===== src/inc/pms_consts.vh =====
// Purpose: Constants for the serial management slave and its extended access
// Assumes: Included by bare name from rtl files
// Notes: Definitions only
`ifndef PMS_CONSTS_VH
`define PMS_CONSTS_VH

// Direct register offsets with special meaning
`define PMS_REG_CTRL 5'h0d
`define PMS_REG_ADDAT 5'h0e

// Access control field layout
`define PMS_FN_HI 15
`define PMS_FN_LO 14
`define PMS_DEV_HI 4
`define PMS_DEV_LO 0

// Access functions
`define PMS_FN_ADDR 2'b00
`define PMS_FN_DATA 2'b01

// Accepted extended space codes
`define PMS_DEV_VEND 5'h1f
`define PMS_DEV_EEE_A 5'h03
`define PMS_DEV_EEE_B 5'h07

// Frame opcodes
`define PMS_OP_RD 2'b10
`define PMS_OP_WR 2'b01

// Reset values
`define PMS_CTRL_RST 16'h0000
`define PMS_ADDR_RST 16'h0000

// Last bit counter values of frame fields
`define PMS_HDR_LAST 5'd11
`define PMS_DATA_LAST 5'd15
`define PMS_SKIP_LAST 5'd17

// Number of directly addressed registers
`define PMS_STD_REGS 16'h0020

`endif


===== src/rtl/pms_mdio_slave.v =====
// Purpose: Serial management slave with direct and indirect extended access
// Assumes: Management clock well below a quarter of clk, sampled as a level
// Notes: Extended register contents live outside, on the ext_* user port
`timescale 1ns/100ps
`include "pms_consts.vh"

// Summary of operation
// - Data line bits are sampled on the rising management clock edge.
// - Three-bit bus address is captured from strap pins during reset.
// - Direct frame register field selects one of 32 16-bit registers.
// - Frame starts from idle high with start pattern 01.
// - Opcode 10 read, 01 write, then addresses, turnaround, 16 data bits.
// - Read turnaround: first bit undriven, device drives 0, then data.
// - Control and address/data registers reachable only by direct frames.
// - Standard registers 0-31 reachable directly; all but 13 and 14 also through indirect access.
// - Only space codes 11111, 00011, 00111 accepted; others ignored.
// - Control bits 15:14 select address (00) or data, no increment (01).
// - Function 00: address/data accesses reach the extended address register.
// - Function 01: accesses reach the addressed extended register, no increment.
module pms_mdio_slave #(
  parameter DW = 16,
  parameter AW = 5
) (
  // System
  input wire clk,
  input wire rst_b,
  // Management pins
  input wire mdc,
  input wire mdio_in,
  output reg mdio_out_r,
  output reg mdio_oe_r,
  // Address straps
  input wire [2:0] phy_addr_strap,
  // Extended register user port
  output reg ext_wr_r,
  output reg ext_rd_r,
  output reg [DW-1:0] ext_addr_r,
  output reg [DW-1:0] ext_wdata_r,
  input wire [DW-1:0] ext_rdata,
  // Status
  output reg [DW-1:0] mmd_access_control_r,
  output reg [2:0] phy_addr_r
);

  // Frame states
  localparam ST_IDLE = 3'd0;
  localparam ST_START = 3'd1;
  localparam ST_HDR = 3'd2;
  localparam ST_TA = 3'd3;
  localparam ST_DATA = 3'd4;
  localparam ST_SKIP = 3'd5;

  // Read data sources
  localparam RS_MEM = 3'd0;
  localparam RS_CTRL = 3'd1;
  localparam RS_ADDR = 3'd2;
  localparam RS_EXT = 3'd3;
  localparam RS_NONE = 3'd4;

  // Space code accepted for indirect access
  function dev_ok;
    input [4:0] dev;
    begin
      dev_ok = (dev == `PMS_DEV_VEND) || (dev == `PMS_DEV_EEE_A) ||
        (dev == `PMS_DEV_EEE_B);
    end
  endfunction

  // Classify an indirect access: source/target code for the current setup
  function [2:0] ind_kind;
    input [DW-1:0] ctrl;
    input [DW-1:0] addr;
    begin
      if (!dev_ok(ctrl[`PMS_DEV_HI:`PMS_DEV_LO]))
        ind_kind = RS_NONE;
      else if (ctrl[`PMS_FN_HI:`PMS_FN_LO] == `PMS_FN_ADDR)
        ind_kind = RS_ADDR;
      else if (ctrl[`PMS_FN_HI:`PMS_FN_LO] != `PMS_FN_DATA)
        ind_kind = RS_NONE;
      else if (addr >= `PMS_STD_REGS)
        ind_kind = RS_EXT;
      else if (addr[AW-1:0] == `PMS_REG_CTRL || addr[AW-1:0] == `PMS_REG_ADDAT)
        ind_kind = RS_NONE;
      else
        ind_kind = RS_MEM;
    end
  endfunction

  wire mdc_s;
  wire mdio_s;
  wire [2:0] strap_s;
  reg mdc_d_r;
  reg [2:0] state_r;
  reg [4:0] cnt_r;
  reg [11:0] hdr_r;
  reg [DW-1:0] wsh_r;
  reg [DW:0] rsh_r;
  reg is_rd_r;
  reg [AW-1:0] ra_r;
  reg [2:0] rsel_r;
  reg [1:0] ld_r;
  reg drv_r;
  reg [AW-1:0] raddr_r;
  reg mem_we_r;
  reg [AW-1:0] mem_waddr_r;
  reg [DW-1:0] mem_wdata_r;
  wire [DW-1:0] mem_rdata;
  wire rise;
  wire fall;
  wire [11:0] hdr_nxt;
  wire [DW-1:0] wsh_nxt;
  reg [2:0] rsel_nxt;
  reg [DW-1:0] rmux;

  // Pins are asynchronous to clk; no reset here, so straps settle while rst_b is low
  pms_sync #(.W(5)) u_sync (
    .clk(clk),
    .rst_b(1'b1),
    .d({mdc, mdio_in, phy_addr_strap}),
    .q({mdc_s, mdio_s, strap_s})
  );

  pms_regmem #(.AW(AW), .DW(DW)) u_mem (
    .clk(clk),
    .we(mem_we_r),
    .waddr(mem_waddr_r),
    .wdata(mem_wdata_r),
    .raddr(raddr_r),
    .rdata(mem_rdata)
  );

  // Edge finding on the synchronised management clock
  assign rise = mdc_s & ~mdc_d_r;
  assign fall = ~mdc_s & mdc_d_r;
  assign hdr_nxt = {hdr_r[10:0], mdio_s};
  assign wsh_nxt = {wsh_r[DW-2:0], mdio_s};

  // Read source chosen from the register field of the finished header
  always @*
  begin
    rsel_nxt = RS_MEM;
    if (hdr_nxt[4:0] == `PMS_REG_CTRL)
      rsel_nxt = RS_CTRL;
    else if (hdr_nxt[4:0] == `PMS_REG_ADDAT)
      rsel_nxt = ind_kind(mmd_access_control_r, ext_addr_r);
  end

  // Read data multiplexer, taken two cycles after the header decision
  always @*
  begin
    case (rsel_r)
      RS_MEM: rmux = mem_rdata;
      RS_CTRL: rmux = mmd_access_control_r;
      RS_ADDR: rmux = ext_addr_r;
      RS_EXT: rmux = ext_rdata;
      default: rmux = {DW{1'b1}};
    endcase
  end

  // Straps follow the pins while reset is held, then stay frozen
  always @(posedge clk)
  begin
    if (!rst_b)
      phy_addr_r <= strap_s;
  end

  // Frame receiver, register file and line driver
  always @(posedge clk)
  begin
    if (!rst_b)
    begin
      mdc_d_r <= 1'b0;
      state_r <= ST_IDLE;
      cnt_r <= 5'h00;
      hdr_r <= 12'h000;
      wsh_r <= {DW{1'b0}};
      rsh_r <= {(DW+1){1'b0}};
      is_rd_r <= 1'b0;
      ra_r <= {AW{1'b0}};
      rsel_r <= RS_NONE;
      ld_r <= 2'b00;
      drv_r <= 1'b0;
      raddr_r <= {AW{1'b0}};
      mem_we_r <= 1'b0;
      mem_waddr_r <= {AW{1'b0}};
      mem_wdata_r <= {DW{1'b0}};
      mdio_out_r <= 1'b0;
      mdio_oe_r <= 1'b0;
      ext_wr_r <= 1'b0;
      ext_rd_r <= 1'b0;
      ext_addr_r <= `PMS_ADDR_RST;
      ext_wdata_r <= {DW{1'b0}};
      mmd_access_control_r <= `PMS_CTRL_RST;
    end
    else
    begin
      mdc_d_r <= mdc_s;
      mem_we_r <= 1'b0;
      ext_wr_r <= 1'b0;
      ext_rd_r <= 1'b0;
      ld_r <= {ld_r[0], 1'b0};
      // Memory and user read data settle before the first falling edge
      if (ld_r[1])
        rsh_r <= {1'b0, rmux};
      // Drive changes on the falling edge so the station sees stable bits
      if (fall && drv_r)
      begin
        mdio_oe_r <= 1'b1;
        mdio_out_r <= rsh_r[DW];
        rsh_r <= {rsh_r[DW-1:0], 1'b0};
      end
      if (rise)
      begin
        case (state_r)
          ST_IDLE:
          begin
            // A low bit after idle high opens the start pattern
            if (!mdio_s)
              state_r <= ST_START;
          end
          ST_START:
          begin
            cnt_r <= 5'h00;
            if (mdio_s)
              state_r <= ST_HDR;
            else
              state_r <= ST_IDLE;
          end
          ST_HDR:
          begin
            hdr_r <= hdr_nxt;
            cnt_r <= cnt_r + 5'h01;
            if (cnt_r == `PMS_HDR_LAST)
            begin
              cnt_r <= 5'h00;
              ra_r <= hdr_nxt[4:0];
              is_rd_r <= (hdr_nxt[11:10] == `PMS_OP_RD);
              rsel_r <= rsel_nxt;
              if (hdr_nxt[9:5] != {2'b00, phy_addr_r})
                state_r <= ST_SKIP;
              else if (hdr_nxt[11:10] == `PMS_OP_RD)
              begin
                state_r <= ST_TA;
                ld_r[0] <= 1'b1;
                raddr_r <= (hdr_nxt[4:0] == `PMS_REG_ADDAT) ? ext_addr_r[AW-1:0] :
                  hdr_nxt[4:0];
                if (rsel_nxt == RS_EXT)
                  ext_rd_r <= 1'b1;
              end
              else if (hdr_nxt[11:10] == `PMS_OP_WR)
                state_r <= ST_TA;
              else
                state_r <= ST_SKIP;
            end
          end
          ST_TA:
          begin
            cnt_r <= cnt_r + 5'h01;
            // First turnaround bit is left to the pull-up; drive from its end
            if (cnt_r == 5'h00 && is_rd_r && rsel_r != RS_NONE)
              drv_r <= 1'b1;
            if (cnt_r == 5'h01)
            begin
              cnt_r <= 5'h00;
              state_r <= ST_DATA;
            end
          end
          ST_DATA:
          begin
            wsh_r <= wsh_nxt;
            cnt_r <= cnt_r + 5'h01;
            if (cnt_r == `PMS_DATA_LAST)
            begin
              state_r <= ST_IDLE;
              cnt_r <= 5'h00;
              // Release at once so the pull-up restores idle
              drv_r <= 1'b0;
              mdio_oe_r <= 1'b0;
              mdio_out_r <= 1'b0;
              if (!is_rd_r)
              begin
                if (ra_r == `PMS_REG_CTRL)
                  mmd_access_control_r <= wsh_nxt;
                else if (ra_r != `PMS_REG_ADDAT)
                begin
                  mem_we_r <= 1'b1;
                  mem_waddr_r <= ra_r;
                  mem_wdata_r <= wsh_nxt;
                end
                else
                begin
                  case (ind_kind(mmd_access_control_r, ext_addr_r))
                    RS_ADDR: ext_addr_r <= wsh_nxt;
                    RS_MEM:
                    begin
                      mem_we_r <= 1'b1;
                      mem_waddr_r <= ext_addr_r[AW-1:0];
                      mem_wdata_r <= wsh_nxt;
                    end
                    RS_EXT:
                    begin
                      ext_wr_r <= 1'b1;
                      ext_wdata_r <= wsh_nxt;
                    end
                    default: ext_wr_r <= 1'b0;
                  endcase
                end
              end
            end
          end
          ST_SKIP:
          begin
            // Turnaround and data of a foreign frame pass undriven
            cnt_r <= cnt_r + 5'h01;
            if (cnt_r == `PMS_SKIP_LAST)
            begin
              cnt_r <= 5'h00;
              state_r <= ST_IDLE;
            end
          end
          default: state_r <= ST_IDLE;
        endcase
      end
    end
  end

endmodule


===== src/rtl/pms_regmem.v =====
// Purpose: Register array for the directly addressed management registers
// Assumes: One write and one read port on the same clock
// Notes: Read data is registered, one cycle after the address
`timescale 1ns/100ps
module pms_regmem #(
  parameter AW = 5,
  parameter DW = 16
) (
  // System
  input wire clk,
  // Write port
  input wire we,
  input wire [AW-1:0] waddr,
  input wire [DW-1:0] wdata,
  // Read port
  input wire [AW-1:0] raddr,
  output reg [DW-1:0] rdata
);

  reg [DW-1:0] mem [0:(1<<AW)-1];

  // Contents are undefined until software writes them
  always @(posedge clk)
  begin
    if (we)
      mem[waddr] <= wdata;
    rdata <= mem[raddr];
  end

endmodule


===== src/rtl/pms_sync.v =====
// Purpose: Two flip-flop synchroniser for a group of asynchronous levels
// Assumes: Each bit is an independent level
// Notes: First stage feeds only the second stage
`timescale 1ns/100ps
module pms_sync #(
  parameter W = 4
) (
  // System
  input wire clk,
  input wire rst_b,
  // Levels
  input wire [W-1:0] d,
  output wire [W-1:0] q
);

  genvar i;
  generate
    for (i = 0; i < W; i = i + 1)
    begin : g_bit
      reg meta_r;
      reg sync_r;
      // Two stages per bit to settle metastability
      always @(posedge clk)
      begin
        if (!rst_b)
        begin
          meta_r <= 1'b0;
          sync_r <= 1'b0;
        end
        else
        begin
          meta_r <= d[i];
          sync_r <= meta_r;
        end
      end
      assign q[i] = sync_r;
    end
  endgenerate

endmodule

===== config.mk =====
export PLATFORM = sky130hd
export DESIGN_NAME = pms_mdio_slave
export DESIGN_NICKNAME = d
export VERILOG_FILES = /design/src/rtl/pms_mdio_slave.v /design/src/rtl/pms_regmem.v /design/src/rtl/pms_sync.v
export VERILOG_INCLUDE_DIRS = /design/src /design/src/inc
export SDC_FILE = /design/constraint.sdc
export NUM_CORES = 1
export LEC_CHECK = 0
export ABC_AREA = 1
export ABC_CLOCK_PERIOD_IN_PS = 1700
export BUFFER_PORTS_ARGS = -buffer_cell sky130_fd_sc_hd__buf_2
export CAP_MARGIN = 25
export CELL_PAD_IN_SITES_DETAIL_PLACEMENT = 0
export CELL_PAD_IN_SITES_GLOBAL_PLACEMENT = 2
export CORE_UTILIZATION = 35
export CTS_BUF_LIST = sky130_fd_sc_hd__clkbuf_4 sky130_fd_sc_hd__clkbuf_8 sky130_fd_sc_hd__clkbuf_16
export DETAILED_ROUTE_END_ITERATION = 10
export PLACE_DENSITY_LB_ADDON = 0.1
export SLEW_MARGIN = 20
export SYNTH_ARGS = -nofsm -noshare
export SYNTH_HDL_FRONTEND = slang
export SYNTH_SLANG_ARGS = --single-unit

===== constraint.sdc =====
create_clock -name clk -period 1.7 [get_ports clk]
set_input_delay 0.17 -clock clk [delete_from_list [all_inputs] [get_ports clk]]
set_output_delay 0.17 -clock clk [all_outputs]
set_load 0.05 [all_outputs]

* Word level (Yosys, flattened, before mapping)
Memories as Yosys holds them, arrays and structs flattened. A register that Yosys moved wholly into a read port is not among the register bits. Index checks and enable logic that the tools add are counted. W data, S select, Z words.
Operators by class: eq/ne operators 35, bitwise gates (word level) 15, reduce and logical (&&, ||, !) cells 31, $lt $le $gt $ge 1, add/sub/neg operators 1, multiplexer cells 55
Operators with widths (number):
- $mux W3 | 22
- $pmux W16 S4 | 1
- $eq A5 B4 Y1 const B | 7
- $mux W5 | 7
- $mux W17 | 2
- $mux W16 | 2
- $pmux W5 S5 | 1
- $eq A3 B2 Y1 const B | 7
- $pmux W3 S6 | 1
- $mux W1 | 17
- $ge A16 B6 Y1 const B | 1
- $reduce_and A7 Y1 | 2
- $not A1 Y1 | 13
- $ne A2 B2 Y1 const B | 6
- $reduce_and A6 Y1 | 2
- $reduce_or A6 Y1 | 2
- $eq A5 B5 Y1 const B | 2
- $reduce_and A5 Y1 | 2
- $logic_not A3 Y1 | 3
- $reduce_or A7 Y1 | 1
- $eq A3 B1 Y1 const B | 2
- $eq A3 B3 Y1 const B | 2
- $reduce_and A2 Y1 | 3
- $reduce_bool A2 Y1 | 3
- 22 further kinds | 27
Storage, ports and cells: logic and storage cells 174, output and inout port bits 55, memories kept 1, RAM bits 512, bits in registers 156
Memories:
- u_mem.mem | words 32, width 16, rd ports 1, clocked after Yosys merged registers in 1, write ports 1, RTL line pms_regmem.v:20 | reg [DW-1:0] mem [0:(1<<AW)-1];

* Depth between registers and ports, before layout
Gate-level depths: netlist of run 1.
depth after elaboration 17, mapped depth 13

* Cells and area by module
Synthesis of run 1 repeated with hierarchy kept, for this count alone.
Unflattened totals: cells, all modules 2695, area total of the unflattened synthesis 27916.8 µm²
By module, submodules not included:
- pms_regmem | cells an instance 1794, area an instance 21255.4 µm², times used 1, sequential area each 15695.1 µm²
- pms_mdio_slave | cells an instance 865, area an instance 6337.3 µm², times used 1, sequential area each 2952.8 µm²
- pms_sync | cells an instance 36, area an instance 324.1 µm², times used 1, sequential area each 200.2 µm²

* Worst setup path before layout of run 1
No wires, ideal clock.
path type reg-to-reg, start register mmd_access_control_r[1], end register ext_wdata_r[10], setup slack -0.164 ns, data required time 1.584 ns, arrival 1.748 ns, library setup time 0.116 ns, cell stages (with the launch flop) 11, path through dfxtp_1 -> nand2_1 -> inv_1 -> o21ai_1 -> nor2_1 -> nand2_1 -> nor2_1 -> nand4_4 -> buf_2 -> o21ai_0 -> nor2_1
On the way: longest elaborated chain between the ends 13
RTL lines:
- start, declared | RTL line pms_mdio_slave.v:41 | output reg [DW-1:0] mmd_access_control_r,
- start signal, assigned | RTL line pms_mdio_slave.v:193 | mmd_access_control_r <= `PMS_CTRL_RST;
- start signal, assigned | RTL line pms_mdio_slave.v:283 | mmd_access_control_r <= wsh_nxt;
- $eq A5 B5 Y1 (no source line) / $eq A5 B2 Y1 (equally long branches)
- $logic_or A1 B1 Y1 | RTL line pms_mdio_slave.v:64 | dev_ok = (dev == `PMS_DEV_VEND) || (dev == `PMS_DEV_EEE_A) ||
- $logic_or A1 B1 Y1 (*) | RTL line pms_mdio_slave.v:64
- $mux W3 (*)
- $mux W3 (*) | RTL line pms_mdio_slave.v:284 | else if (ra_r != `PMS_REG_ADDAT)
- $mux W3 (*) | RTL line pms_mdio_slave.v:282 | if (ra_r == `PMS_REG_CTRL)
- $mux W3 (*) | RTL line pms_mdio_slave.v:280 | if (!is_rd_r)
- $mux W3 (*) | RTL line pms_mdio_slave.v:272 | if (cnt_r == `PMS_DATA_LAST)
- $mux W3 (*) | RTL line pms_mdio_slave.v:214 | case (state_r)
- $mux W3 (*) | RTL line pms_mdio_slave.v:212 | if (rise)
- $mux W3 (*) | RTL line pms_mdio_slave.v:170 | if (!rst_b)
- $eq A3 B2 Y1 (*) | RTL line pms_mdio_slave.v:292 | case (ind_kind(mmd_access_control_r, ext_addr_r))
- $reduce_and A7 Y1 (no source line) (*)
- end signal, assigned | RTL line pms_mdio_slave.v:192 | ext_wdata_r <= {DW{1'b0}};
- end signal, assigned | RTL line pms_mdio_slave.v:303 | ext_wdata_r <= wsh_nxt;
- end, declared | RTL line pms_mdio_slave.v:38 | output reg [DW-1:0] ext_wdata_r,
Every way passes the cells marked *; elsewhere a longest branch is shown, timed or not. The select of a mux whose other input is x is not followed. A chain may end at the register's enable or synchronous reset.

==> results of run 1 <==
==> metal layers <==
metal / GRT usage, % / vias up / routed length [microns]
li1: - / 9291 / -
met3: 4.04 / 127 / 5420
met4: 6.83 / 6 / 2120
met2: 37.2 / 534 / 43700
met1: 33.7 / 10100 / 43800
met5: 0 / - / 40
==> how the worst min path moves through the flow <==
stage / from / to
floorplan: phy_addr_strap[0] / u_sync.g_bit[0].meta_r$_DFF_P_
global placement: phy_addr_strap[0] / u_sync.g_bit[0].meta_r$_DFF_P_
detailed placement: phy_addr_strap[1] / u_sync.g_bit[1].meta_r$_DFF_P_
CTS: ext_rdata[7] / rsh_r[7]$_SDFFE_PN0P_
global route: ext_rdata[14] / rsh_r[14]$_SDFFE_PN0P_
finish: ext_rdata[14] / rsh_r[14]$_SDFFE_PN0P_
==> worst reg2reg max path: cells and delay by family, from the launching register on <==
kind                   cells  cell delay, ps
flip-flops                 1             360
AO/OA/AOI/OAI              3             680
AND/OR/NAND/NOR            3             280
buffers and inverters      3             420
==> area by class of cell <==
class / instances / area (sq um)
fillers: 6791 / 39500
flip-flops and latches: 684 / 18900
multi-input cells: 1404 / 8260
repair buffers: 444 / 5050
clock buffers: 100 / 2180
well taps: 1030 / 1290
inverters: 98 / 425
clock inverters: 34 / 294
repair inverters: 6 / 48.8
diodes: 1 / 2.50
==> cell usage in the layout (no fill, tap or decap), types with 41 or more instances in the layout <==
cell,Yosys,routed
edfxtp_1,515,515
clkbuf_16,0,92
a21oi_1,127,91
buf_2,36,78
o21ai_2,0,81
buf_4,10,195
nand3_1,96,67
o21ai_0,351,216
nor2_1,392,357
buf_12,0,70
o21ai_1,27,72
buf_6,7,41
nand2_1,198,164
dfxtp_1,169,141
o221ai_1,103,78
inv_1,86,81
==> report_power, final <==
group	internal, uW	total [uW]	switching, uW
combinational	238	636	398
clock	9750	16400	6690
sequential	17800	17900	109
==> sequential cells by signal, summed over array words and instances, names as in the netlist, 2 cells and up <==
register,cells
u_mem.mem,512
rsh_r,17
ext_addr_r,16
ext_wdata_r,16
mem_wdata_r,16
mmd_access_control_r,16
u_mem.rdata,16
wsh_r,15
hdr_r,11
cnt_r,5
mem_waddr_r,5
ra_r,5
raddr_r,5
u_sync.g_bit.meta_r,5
u_sync.g_bit.sync_r,5
phy_addr_r,3
rsel_r,3
state_r,3
ld_r,2
==> timing repair <==
action                                  CTS  global route
pin swaps                               108           141
resized for setup                       278           278
cloned                                   31            18
hold buffers                              7             0
endpoints found under the hold margin     7             0
endpoints found under the setup margin   94           135
buffers inserted                         44            20
==> stage by stage <==
stage / util (%) / total power [uW]
floorplan: - / 18500
global placement: 40.4 / 18800
detailed placement: 40.4 / 18800
CTS: 46.2 / 35300
global route: 48.0 / 36000
finish: 48.0 / 35000
==> cell families (layout without fill, tap and decap cells) <==
| group | count (synthesis) | after routing |
|---|---|---|
| AOI/OAI and AO/OA | 678 | 678 |
| xor gates and xnor gates | 1 | 1 |
| adders and majority gates | 6 | 6 |
| buffers and inverters | 248 | 682 |
| DFF | 684 | 684 |
| other | 0 | 1 |
| and+or+nand+nor | 716 | 719 |
==> results.toml, run 1 <==
[run_status]
status = "finished with violations"
violations = "setup timing"

[die]
core_area_sq_um = 75900
ios = 78
die_area_sq_um = 78000
fp-row-count = 101
chipHeight_microns = 279
die_w_microns = 279
initial_utilization_pct = 35.4

[drt]
vias = 20100
drt-initial-drc-count = 1747
wl_per_cell_microns = 25.0
antenna_left = 0
via_per_inst = 5.28
drc = 0
drtPass1Iterations = 5
totalWireLength_microns = 95000

[setup_path]
cp-end-kind = "register"
crit_fanout = 7
worstPathRequired_ps = 2220
slowest_stage = "o211ai_1"
path_class = "reg2reg"
r2r_end = "u_mem.rdata[10]$_DFF_P_"
crit_family = "compound AO/OA/AOI/OAI gates"
rrSetupSlack_ps = -150
r2r_start = "raddr_r[0]$_SDFFE_PN0P_"
cp_num_buf_inv = 3
cp-startpoint = "raddr_r[0]$_SDFFE_PN0P_"
max_stage_delay_ps = 450
crit_chain = "buf_12, buf_12, buf_12, o21ai_4, o22ai_2, o211ai_1, nand2_1, nand2_1, nand2_1"
crit_cells = 9
r2r_cells = 9
start_kind = "register"
critPathCapture = "u_mem.rdata[10]$_DFF_P_"
worstPathArrival_ps = 2360

[synth]
synth-edff-count = 515
yosysMostFrequentCell = "edfxtp_1"
ys_types = 46
syn_inst = 2333
synth_top_cell_by_area = "edfxtp_1"
synth_top_family_by_area = "compound AO/OA/AOI/OAI gates"
synthMuxAreaShare_pct = 0
synth_top_area_share_pct = 57.5
synth_xor_area_share_pct = 0.0326
synthArstFlopShare_pct = 0
netlist_area_sq_um = 26900
synthTopCellsByArea = "edfxtp_1 (57%), dfxtp_1 (13%), o21ai_0 (6.5%)"
syn_area_per_cell_sq_um = 11.5
yosys.area_share.simple_pct = 11.0
post_synth_fa_ha_maj_area_fraction_pct = 0.279
yosysSeqAreaShare_pct = 70.0
ys_top_cells_by_count = "edfxtp_1 (515), nor2_1 (392), o21ai_0 (351)"
syn_nets = 2362
yosys_warnings = 0
ys_seq_elements = 684
synth_compound_area_share_pct = 14.6
yosys_most_used_dff = "edfxtp_1"

[timing]
setup_viol = 78
finalCriticalPeriod_ps = 1850
slew_headroom_pct = 59.8
finalCritPeriodShare_pct = 109
grt_setup_unrepaired = "yes"
skew_ps = 24.8
setup_slack_ps = -145
hold_viol = 0
setup_tns_ps = -5770
slew_violations = 0
worst_hold_slack_ps = 27.3
worst_slew_pin_slew_ps = 600
timing.fmax_mhz = 542

[place]
pre_cts_ws_ps = -244
dp.final_hpwl_microns = 56000
dpl.cell_count = 3554
portBuffers = 77
place.gp.congestion = 0.816
placed_area_sq_um = 30700

[global_route]
grt_max_degree = 44
grt_pass1_wl_microns = 134000
grt-ovfl-total = 0
grt_pass1_vias = 19500
grt_usage_pct = 23.8
grt_antenna_before_repair = 8

[cts]
clkSinkCount = 684
cts_tree = "yes"
cts_max_path_buffers = 3
path_clk_slew_ps = 60
cts_max_level = 3
cts_root_buf = "clkbuf_16"
cts_buffers = 77
clk_latency_ps = 620

[hold_path]
hp-class = "in2reg"
whs_path_depth = 4

[job]
max_cap_violations = 0

[finish]
fin_area_sq_um = 36400
layout.cells.non_filler = 3801
fin_nets = 2744
syn_to_final_growth_pct = 35.4
drive_gt1_share_pct = 32.4

[power_and_ir_drop]
p_leak_uw = 0.0144
max-vdd-ir-drop_uv = 708
powerDensity_nw_per_um2 = 960
Power figures use the tool's default switching activity.
==> run 2, diff against run 1 <==
SKIP_CTS_REPAIR_TIMING = 1   (was unset)
==> run 2 against run 1 <==
The flow still finishes with violations (setup timing). Die area is the same. Hold slack better by 2.3 ps. Largest cell class unchanged. Final cell count decreased by 1.6%. Sequential share of layout area rose by 2.1 points. Clock power about the same. Via count is 2.4% lower.
==> results.toml, run 2 (same netlist as run 1, synthesis figures left out) <==
[cts]
cts_tree = "yes"
cts_buffers = 77
cts_max_path_buffers = 3
clk_latency_ps = 620
clkSinkCount = 684
cts_root_buf = "clkbuf_16"
cts_max_level = 3
path_clk_slew_ps = 60

[setup_path]
worstPathArrival_ps = 2420
cp_num_buf_inv = 4
rrSetupSlack_ps = -170
crit_family = "simple AND/OR/NAND/NOR gates"
start_kind = "register"
slowest_stage = "dfxtp_2"
cp-end-kind = "register"
crit_fanout = 8
max_stage_delay_ps = 350
worstPathRequired_ps = 2250
crit_chain = "ha_4, nand2_4, nor2_4, ha_4, nand2_4, buf_6, nor3_4, buf_6, buf_12, buf_12, a21oi_1, nor2_1"
path_class = "reg2reg"

[timing]
grt_setup_unrepaired = "yes"
hold_viol = 0
worst_slew_pin_slew_ps = 642
worst_hold_slack_ps = 29.6
timing.fmax_mhz = 536
skew_ps = 24.9
setup_tns_ps = -5980
slew_headroom_pct = 57.0
finalCritPeriodShare_pct = 110
finalCriticalPeriod_ps = 1870
setup_viol = 73
slew_violations = 0
setup_slack_ps = -166

[finish]
num-fill-cells = 6936
reg_top3 = "u_mem.mem: 512 flops, rsh_r: 17 flops"
layout.cells.non_filler = 3742
fin_nets = 2686
largest_reg_flops = 512
regMostFlops = "u_mem.mem"
diodes = 0
most-common-layout-cells = "edfxtp_1 (515), nor2_1 (356), o21ai_0 (250)"
drive_gt1_share_pct = 27.8
layout_commonest_cell = "edfxtp_1"
syn_to_final_growth_pct = 30.0

[global_route]
grt-ovfl-total = 0
grt_pass1_vias = 18800
grt_usage_pct = 22.1
grt_max_degree = 45
grt_pass1_wl_microns = 126000
grt_antenna_before_repair = 7

[die]
die_w_microns = 279
initial_utilization_pct = 35.4
ios = 78
chipHeight_microns = 279
core_area_sq_um = 75900
fp-row-count = 101
die_area_sq_um = 78000

[drt]
antenna_left = 0
drc = 0
drt-initial-drc-count = 1730
wl_per_cell_microns = 24.3
drtPass1Iterations = 7
via_per_inst = 5.23
vias = 19600
totalWireLength_microns = 90900

[run_status]
status = "finished with violations"
violations = "setup timing"

[place]
dp.final_hpwl_microns = 56000
place.gp.congestion = 0.816
dpl.cell_count = 3554
pre_cts_ws_ps = -244
portBuffers = 77

[power_and_ir_drop]
p_total_uw = 34900
powerDensity_nw_per_um2 = 999
p_leak_uw = 0.0138
max-vdd-ir-drop_uv = 704

[hold_path]
hp-class = "in2reg"

[job]
max_cap_violations = 0
## run 2: cell count changes in the layout (fill, tap and decap cells not counted), moves of 7 or more
| cell | previous run | this run |
|---|---|---|
| a21oi_2 | 36 | 22 |
| o21ai_0 | 216 | 250 |
| nand2_1 | 164 | 174 |
| o22ai_1 | 15 | 22 |
| buf_16 | 25 | 3 |
| a21oi_1 | 91 | 105 |
| o22ai_2 | 7 | 0 |
| o21ai_2 | 81 | 40 |
| o21ai_1 | 72 | 83 |
| buf_6 | 41 | 23 |
| buf_8 | 14 | 7 |
## run 2: report_power, final
part           switching, uW  internal [uW]
Combinational            387            232
Sequential               103          17800
Clock                   6690           9750
Total                   7180          27800
## run 2: final timing paths
| check | cells past startpoint | endpoint | startpoint |
|---|---|---|---|
| max reg2reg | 12 | mem_wdata_r[4]$_SDFFE_PN0P_ | cnt_r[0]$_SDFFE_PN0P_ |
| min | 4 | rsh_r[14]$_SDFFE_PN0P_ | ext_rdata[14] |
| max | 12 | mem_wdata_r[4]$_SDFFE_PN0P_ | cnt_r[0]$_SDFFE_PN0P_ |
| min reg2reg | 0 | u_sync.g_bit[0].sync_r$_DFF_P_ | u_sync.g_bit[0].meta_r$_DFF_P_ |
## run 2: layout make-up
class / count / area, sq um / area share, %
sequential: 684 / 18900 / 54.0
multi-input combinational: 1401 / 7800 / 22.3
timing repair buffer: 390 / 4040 / 11.5
clock buffer: 100 / 2180 / 6.22
tap: 1030 / 1290 / 3.68
inverter: 98 / 430 / 1.23
clock inverter: 34 / 294 / 0.840
timing repair inverter: 5 / 65.1 / 0.186
## run 2: per-stage QoR
step | utilization, % | instance area, sq um
after CTS | 43.7 | 33200
after global placement | 40.4 | 30700
after detailed placement | 40.4 | 30700
final | 46.1 | 35000
after global routing | 46.1 | 35000
after floorplan | - | 26900
## run 2: worst register-to-register path: stages, from the launching register on
cell and delay, ps:
dfxtp_2 350, ha_4 150, nand2_4 50, nor2_4 140, ha_4 160, nand2_4 60
buf_6 120, nor3_4 200, buf_6 160, buf_12 130, buf_12 120, a21oi_1 60
nor2_1 100
## run 2: metal layers
| metal | global-route usage [%] | wire, microns | vias up |
|---|---|---|---|
| met5 | 0 | 26 | - |
| met2 | 34.3 | 41900 | 458 |
| met3 | 3.15 | 4450 | 112 |
| met1 | 32.2 | 42700 | 9845 |
| li1 | - | - | 9152 |
| met4 | 6.28 | 1890 | 4 |
